File: src/rtl/cri_pkg.sv
// Constants and types for the operand inversion instruction unit
package cri_pkg;
    localparam int unsigned DATA_W = 8;
    localparam int unsigned ADDR_W = 12;
    localparam int unsigned BANK_W = 4;
    localparam int unsigned INSTR_W = 16;
    // Instruction word layout
    localparam int unsigned OPC_MSB = 15;
    localparam int unsigned OPC_LSB = 10;
    localparam logic [5:0] OPC_INVERT = 6'h07;
    localparam int unsigned DEST_BIT = 9;
    localparam int unsigned ACC_BIT = 8;
    localparam int unsigned FIELD_MSB = 7;
    localparam int unsigned FIELD_LSB = 0;
    // Access bank split and indexed window limit
    localparam logic [7:0] LOW_ACCESS_LAST = 8'h5F;
    localparam logic [3:0] LOW_ACCESS_BANK = 4'h0;
    localparam logic [3:0] HIGH_ACCESS_BANK = 4'hF;
    // Values after reset, and the sign bit of the result
    localparam logic [ADDR_W-1:0] ADDR_RESET = 12'h000;
    localparam logic [DATA_W-1:0] DATA_RESET = 8'h00;
    localparam int unsigned NEG_BIT = 7;

    typedef enum logic [1:0] {
        CRI_IDLE = 2'b00,
        CRI_READ = 2'b01,
        CRI_PROC = 2'b10,
        CRI_WRITE = 2'b11
    } cri_state_type;
endpackage

File: src/rtl/cri_addr_if.sv
// Carrier between the instruction unit and its operand address resolver
interface cri_addr_if;
    logic [7:0] field;
    logic access_sel;
    logic [cri_pkg::BANK_W-1:0] bank_sel;
    logic ext_enable;
    logic [cri_pkg::ADDR_W-1:0] index_base;
    logic [cri_pkg::ADDR_W-1:0] addr;
    logic indexed;

    modport core (
        output field,
        output access_sel,
        output bank_sel,
        output ext_enable,
        output index_base,
        input addr,
        input indexed
    );
    modport resolver (
        input field,
        input access_sel,
        input bank_sel,
        input ext_enable,
        input index_base,
        output addr,
        output indexed
    );
endinterface

File: src/rtl/cri_addr_resolve.sv
// Operand address resolver: access bank, banked or indexed literal offset
module cri_addr_resolve (
    cri_addr_if.resolver bus
);
    logic low_half;

    assign low_half = (bus.field <= cri_pkg::LOW_ACCESS_LAST);

    always_comb begin
        bus.indexed = 1'b0;
        if (bus.access_sel) begin
            bus.addr = {bus.bank_sel, bus.field};
        end else if (bus.ext_enable && low_half) begin
            // Offset is added to the index base, wrapping inside data space
            bus.addr = bus.index_base + {4'h0, bus.field};
            bus.indexed = 1'b1;
        end else if (low_half) begin
            bus.addr = {cri_pkg::LOW_ACCESS_BANK, bus.field};
        end else begin
            bus.addr = {cri_pkg::HIGH_ACCESS_BANK, bus.field};
        end
    end
endmodule

File: src/rtl/cri_core.sv
// Operand inversion instruction unit: read, invert, write back, flags
module cri_core (
    input wire logic mclk,
    input wire logic rst_n,
    input wire logic instr_valid,
    input wire logic [cri_pkg::INSTR_W-1:0] instr_word,
    input wire logic [cri_pkg::BANK_W-1:0] bank_select_register,
    input wire logic ext_set_enable,
    input wire logic [cri_pkg::ADDR_W-1:0] index_base,
    input wire logic [cri_pkg::DATA_W-1:0] mem_rdata,
    output logic instr_ready,
    output logic [cri_pkg::ADDR_W-1:0] mem_addr,
    output logic mem_re,
    output logic mem_we,
    output logic [cri_pkg::DATA_W-1:0] result_data,
    output logic w_we,
    output logic flag_we,
    output logic flag_neg,
    output logic flag_zero,
    output logic indexed_mode,
    output logic instr_done
);
    function automatic logic is_invert_op(input logic [cri_pkg::INSTR_W-1:0] word);
        return word[cri_pkg::OPC_MSB:cri_pkg::OPC_LSB] == cri_pkg::OPC_INVERT;
    endfunction

    cri_pkg::cri_state_type state_reg;
    cri_pkg::cri_state_type state_next;
    logic ready_reg;
    logic dest_reg;
    logic [cri_pkg::ADDR_W-1:0] addr_reg;
    logic indexed_reg;
    logic re_reg;
    logic mem_we_reg;
    logic w_we_reg;
    logic flag_we_reg;
    logic neg_reg;
    logic zero_reg;
    logic done_reg;
    logic [cri_pkg::DATA_W-1:0] result_reg;
    logic [cri_pkg::DATA_W-1:0] result_next;
    logic take;

    cri_addr_if addr_bus ();

    assign addr_bus.field = instr_word[cri_pkg::FIELD_MSB:cri_pkg::FIELD_LSB];
    assign addr_bus.access_sel = instr_word[cri_pkg::ACC_BIT];
    assign addr_bus.bank_sel = bank_select_register;
    assign addr_bus.ext_enable = ext_set_enable;
    assign addr_bus.index_base = index_base;

    cri_addr_resolve u_resolve (
        .bus(addr_bus.resolver)
    );

    // Other opcodes are left to the rest of the decoder and simply ignored
    assign take = ready_reg && instr_valid && is_invert_op(instr_word);
    assign result_next = ~mem_rdata;

    // Fixed walk: read, process, write; the accumulator case takes no shortcut
    always_comb begin
        case (state_reg)
            cri_pkg::CRI_IDLE: state_next = take ? cri_pkg::CRI_READ : cri_pkg::CRI_IDLE;
            cri_pkg::CRI_READ: state_next = cri_pkg::CRI_PROC;
            cri_pkg::CRI_PROC: state_next = cri_pkg::CRI_WRITE;
            cri_pkg::CRI_WRITE: state_next = cri_pkg::CRI_IDLE;
            default: state_next = cri_pkg::CRI_IDLE;
        endcase
    end

    always_ff @(posedge mclk) begin
        if (!rst_n) begin
            state_reg <= cri_pkg::CRI_IDLE;
            ready_reg <= 1'b0;
        end else begin
            state_reg <= state_next;
            ready_reg <= (state_next == cri_pkg::CRI_IDLE);
        end
    end

    // Address and destination held for the whole instruction
    always_ff @(posedge mclk) begin
        if (!rst_n) begin
            addr_reg <= cri_pkg::ADDR_RESET;
            dest_reg <= 1'b0;
            indexed_reg <= 1'b0;
        end else if (take) begin
            addr_reg <= addr_bus.addr;
            dest_reg <= instr_word[cri_pkg::DEST_BIT];
            indexed_reg <= addr_bus.indexed;
        end
    end

    always_ff @(posedge mclk) begin
        if (!rst_n) begin
            re_reg <= 1'b0;
        end else begin
            re_reg <= take;
        end
    end

    // Memory answers one cycle after the read strobe; sampled in the process step
    always_ff @(posedge mclk) begin
        if (!rst_n) begin
            result_reg <= cri_pkg::DATA_RESET;
            mem_we_reg <= 1'b0;
            w_we_reg <= 1'b0;
            done_reg <= 1'b0;
        end else if (state_reg == cri_pkg::CRI_PROC) begin
            result_reg <= result_next;
            mem_we_reg <= dest_reg;
            w_we_reg <= !dest_reg;
            done_reg <= 1'b1;
        end else begin
            mem_we_reg <= 1'b0;
            w_we_reg <= 1'b0;
            done_reg <= 1'b0;
        end
    end

    // Only N and Z are produced; the flag owner keeps the others
    always_ff @(posedge mclk) begin
        if (!rst_n) begin
            flag_we_reg <= 1'b0;
            neg_reg <= 1'b0;
            zero_reg <= 1'b0;
        end else if (state_reg == cri_pkg::CRI_PROC) begin
            flag_we_reg <= 1'b1;
            neg_reg <= result_next[cri_pkg::NEG_BIT];
            zero_reg <= (result_next == cri_pkg::DATA_RESET);
        end else begin
            flag_we_reg <= 1'b0;
        end
    end

    assign instr_ready = ready_reg;
    assign mem_addr = addr_reg;
    assign mem_re = re_reg;
    assign mem_we = mem_we_reg;
    assign result_data = result_reg;
    assign w_we = w_we_reg;
    assign flag_we = flag_we_reg;
    assign flag_neg = neg_reg;
    assign flag_zero = zero_reg;
    assign indexed_mode = indexed_reg;
    assign instr_done = done_reg;
endmodule

File: config.mk
export PLATFORM = sky130hd
export DESIGN_NAME = cri_core
export DESIGN_NICKNAME = d
export VERILOG_FILES = /design/src/rtl/cri_pkg.sv /design/src/rtl/cri_addr_if.sv /design/src/rtl/cri_addr_resolve.sv /design/src/rtl/cri_core.sv
export SDC_FILE = /design/constraint.sdc
export NUM_CORES = 1
export LEC_CHECK = 0
export ABC_AREA = 1
export BUFFER_PORTS_ARGS = -buffer_cell sky130_fd_sc_hd__buf_2
export CORE_MARGIN = 2
export CORE_UTILIZATION = 42
export DETAILED_ROUTE_END_ITERATION = 10
export PLACE_DENSITY = 0.71
export RECOVER_POWER = 100
export SETUP_SLACK_MARGIN = 0.1
export SLEW_MARGIN = 5
export SYNTH_ARGS = -nofsm -noshare
export SYNTH_HDL_FRONTEND = slang
export SYNTH_SLANG_ARGS = --single-unit
export TNS_END_PERCENT = 30
File: constraint.sdc
create_clock -name mclk -period 1.6 [get_ports mclk]
set_clock_uncertainty 0.15 [all_clocks]
set_input_delay 0 -clock mclk [delete_from_list [all_inputs] [get_ports mclk]]
set_output_delay 0 -clock mclk [all_outputs]
set_load 0.01 [all_outputs]
==> results.rst <==
.. list-table::
   :header-rows: 1

   * - Metric
     - Value
   * - Outcome
     - completed
   * - Clock period minus final worst setup slack
     - 1450 ps
   * - Number of post-CTS setup repair buffers
     - 0
   * - Internal
     - 1.32 mW
   * - Summed instance area of the synthesized netlist
     - 0.00183 mm^2
   * - Switching power share of the total
     - 28.7%
   * - Worst slew slack as a fraction of its limit
     - 73.4%
   * - Largest register FFs
     - 12
   * - Avg Vias per Cell
     - 4.85
   * - Net Switching
     - 0.532 mW
   * - Flop and latch count out of synthesis
     - 30
   * - Maximum vdd drop
     - 0.339 mV
   * - Crit Path Class
     - flop to flop
   * - Die height
     - 70.0 um
   * - Total GRT Usage
     - 20.1%
   * - WL/cell
     - 11.6 um
   * - Data required time at the worst endpoint
     - 1660 ps
   * - Die area
     - 0.00491 mm^2
   * - Clk slew on worst S/H paths
     - 60 ps
   * - Maximum number of pins on one net before global-route repair
     - 21
   * - CP max stage cell
     - dfxtp_1
   * - Reg-to-Reg End
     - mem_addr[1]$_SDFFE_PN0P_
   * - Number of hold-slack violations in the final timing report
     - 0
   * - YS warnings
     - 0
   * - FF-to-FF Start
     - instr_ready$_SDFF_PN0_
   * - Min-delay worst type
     - input pin to flop
   * - Starting Density
     - 43.0%
   * - Buffers on Ports
     - 72
   * - Xor and xnor fraction of the mapped netlist area
     - 1.43%
   * - Synth Area in Simple Gates
     - 29.2%
   * - CTS root buf
     - clkbuf_8
   * - Sequential share of the synthesized area
     - 32.8%
   * - Cell seen most often among critical-path stages
     - a21oi_1
   * - Endpoint type of the worst setup path
     - flop
   * - # rows
     - 24
   * - Dominant combinational cell family by area after synthesis
     - simple AND/OR/NAND/NOR gates
   * - Worst endpoint data arrival time
     - 1500 ps
   * - Final setup violating endpoints
     - 0
   * - Ratio of cells with drive above 1 in the final layout
     - 19.9%
   * - Part of the power in combinational logic
     - 23.5%
   * - Mean post-synth cell area
     - 6.96 um^2
   * - # clock sinks
     - 30
   * - Unrepaired setup endpoints after global routing
     - yes
   * - Area added between synthesis and finish
     - 37.6%
   * - Core region area
     - 0.00426 mm^2
   * - Power density cells
     - 734 mW/mm^2
   * - Post-synthesis instance total
     - 263
   * - Part of the cycle the worst path needs
     - 90.4%
   * - Number of nets in the layout
     - 416
   * - Critical path peak fanout
     - 14
   * - Final estimated routing congestion in global placement
     - 0.822
   * - Delay of the slowest cell on the worst path
     - 340 ps
   * - Adder and majority cell fraction of the synthesized area
     - 7.92%
   * - Remaining antenna violation count after routing
     - 0
   * - Count of fill cells added during filler insertion
     - 428
   * - Number of DRC markers in iteration 0
     - 51
   * - Max Cap Viol
     - 0
   * - Net count after synthesis
     - 318
   * - Cell breakdown of the critical path
     - nand2_1 -> nor2_2 -> nand2_4 -> buf_4 -> a21oi_1 -> o21ai_0 -> a21oi_1
   * - R2r setup slk
     - 150 ps
   * - Final wirelength
     - 4800 um
   * - Fraction of power consumed by sequential logic
     - 43.1%
   * - Highest attainable clock frequency
     - 0.691 GHz
   * - First-pass iteration count of the detailed router
     - 4
   * - Proportion of power drawn by the clock network
     - 33.4%
   * - Vias in the first global route
     - 1840
   * - Critical path endpoint
     - mem_addr[1]$_SDFFE_PN0P_
   * - Start point of the critical path
     - instr_ready$_SDFF_PN0_
   * - Remaining routing DRC violations
     - 0
   * - Fin util
     - 59.1%
   * - Static leakage
     - 1.23 nW
   * - Clock buffers created by TritonCTS
     - 5
   * - # diodes
     - 0
   * - Compound-gate portion of the synthesized area
     - 18.2%
   * - Startpoint kind of the worst setup timing path
     - flop
   * - Pins over their slew limit
     - 0
   * - Die Width
     - 70.0 um
   * - Clock H-tree levels
     - 2
   * - Synth unique cells
     - 32
   * - Number of buffers on the longest clock path
     - 2
   * - Total grt overflow
     - 0
   * - Number of cell instances on the worst register-to-register path
     - 7
   * - CTS tree
     - yes
   * - Number of antenna violations at the first check in global routing
     - 0
   * - Transition at the pin with the smallest max-transition slack
     - 398 ps
   * - Total Negative Setup Slacks
     - 0 ps
   * - Clk Latency, worst-skew pair
     - 280 ps
   * - Share of synthesized area spent on multiplexers
     - 0%
   * - Number of placed I/O pins
     - 73
   * - Total half-perimeter wirelength after legalization and detailed placement
     - 3550 um
   * - Number of vias after detailed routing
     - 2008
   * - First-pass GRT wire length
     - 7910 um
==> final cells by class <==
cell class              instances  area, um^2  area share, %
clock buffers                   7        86.3           3.42
flip-flops and latches         30         601           23.8
repair buffers                 99         586           23.2
multi-input cells             187        1030           41.0
inverters                      38         144           5.71
well taps                      52        65.1           2.58
clock inverters                 1        5.00          0.199
==> cell usage after synthesis <==
library cell / n / area (um^2)
nor3_2: 1 / 10.0
nand4_1: 5 / 31.3
clkinv_2: 1 / 5.00
inv_2: 3 / 11.3
xnor2_1: 1 / 8.76
a21o_1: 2 / 15.0
nand2_1: 61 / 229
clkbuf_1: 4 / 15.0
nor2_8: 1 / 20.0
nor2_1: 17 / 63.8
inv_1: 32 / 120
clkinv_1: 2 / 7.51
xor2_1: 2 / 17.5
nor2_2: 3 / 18.8
o21ai_1: 5 / 25.0
nand3_2: 3 / 30.0
nor2_4: 1 / 11.3
ha_1: 10 / 125
buf_4: 2 / 15.0
buf_2: 1 / 5.00
nand2_2: 1 / 6.26
a21oi_2: 5 / 43.8
dfxtp_1: 30 / 601
nand3_1: 16 / 80.1
fa_1: 1 / 20.0
nor3_1: 1 / 5.00
nand2_4: 2 / 22.5
a21oi_1: 30 / 150
o21ai_0: 14 / 70.1
buf_6: 1 / 11.3
nand3b_1: 1 / 7.51
o21a_1: 4 / 30.0
==> worst max-delay path: cells and delay by family (launching register included) <==
family,cells,cell delay [ps]
AOI/OAI and AO/OA,3,380
buffers and inverters,1,200
DFF,1,340
and+or+nand+nor,3,300
==> repair_timing <==
item                                    4_1_cts  5_1_grt
endpoints found under the hold margin        23        0
resized for setup                             0        1
endpoints found under the setup margin        0       18
hold buffers                                 24        0
==> layout by cell type, fill, tap and decap left out <==
| cell | n |
|---|---|
| a21o_1 | 2 |
| a21oi_1 | 31 |
| a21oi_2 | 4 |
| buf_2 | 42 |
| buf_4 | 3 |
| clkbuf_1 | 31 |
| clkbuf_8 | 6 |
| clkinv_1 | 2 |
| clkinv_2 | 2 |
| dfxtp_1 | 30 |
| dlygate4sd3_1 | 24 |
| fa_1 | 1 |
| ha_1 | 9 |
| ha_2 | 1 |
| inv_1 | 32 |
| inv_2 | 3 |
| nand2_1 | 61 |
| nand2_2 | 1 |
| nand2_4 | 2 |
| nand3_1 | 17 |
| nand3_2 | 2 |
| nand3b_1 | 1 |
| nand4_1 | 5 |
| nor2_1 | 17 |
| nor2_2 | 3 |
| nor2_4 | 1 |
| nor2_8 | 1 |
| nor3_1 | 1 |
| nor3_2 | 1 |
| o21a_1 | 4 |
| o21ai_0 | 14 |
| o21ai_1 | 5 |
| xnor2_1 | 1 |
| xor2_1 | 2 |
==> power by group through the flow <==
stage          Clock, mW  Combinational [mW]  Sequential, mW
2_1_floorplan          0               0.236           0.826
3_3_place_gp           0               0.385           0.812
3_5_place_dp           0               0.392           0.813
4_1_cts            0.636               0.441           0.796
5_1_grt            0.660               0.493           0.802
6_report           0.618               0.434           0.798
==> cell families (layout without fill, tap and decap cells) <==
logic type / count (synthesis) / count (layout)
adder cells (fa/ha/maj): 11 / 11
AND/OR/NAND/NOR: 113 / 113
buffers and inverters: 46 / 145
AO/OA/AOI/OAI: 60 / 60
flip-flops: 30 / 30
XOR/XNOR: 3 / 3
==> metal layers <==
layer | global-route usage, % | part of all wire [%] | vias up
li1 | - | - | 1049
met1 | 23.2 | 44 | 889
met2 | 36.2 | 49 | 63
met3 | 4.33 | 5.1 | 7
met4 | 7.05 | 1.3 | 0
met5 | 0 | 0 | -
==> per-stage QoR <==
stage	hold WS [ps]	total power [mW]	cells	worst slack [ps]	instance area, um^2
final	0.626	1.85	414	153	2520
after global routing	5.99	1.96	414	12.9	2520
after CTS	0.0986	1.87	414	124	2560
after detailed placement	46.2	1.20	382	3.95	2230
after global placement	47.9	1.20	382	31.4	2230
after floorplan	-56.5	1.06	263	160	1830
==> how the worst min path moves through the flow <==
stage / startpoint / to / slack [ps] / cells after the start
floorplan: mem_rdata[0] / result_data[0]$_SDFFE_PN0P_ / -60 / 1
global placement: mem_rdata[2] / result_data[2]$_SDFFE_PN0P_ / 50 / 2
detailed placement: mem_rdata[4] / result_data[4]$_SDFFE_PN0P_ / 50 / 2
CTS: ext_set_enable / mem_addr[2]$_SDFFE_PN0P_ / 0.1 / 5
global route: ext_set_enable / mem_addr[5]$_SDFFE_PN0P_ / 6 / 5
finish: ext_set_enable / mem_addr[5]$_SDFFE_PN0P_ / 0.6 / 5
Power figures use the tool's default switching activity.
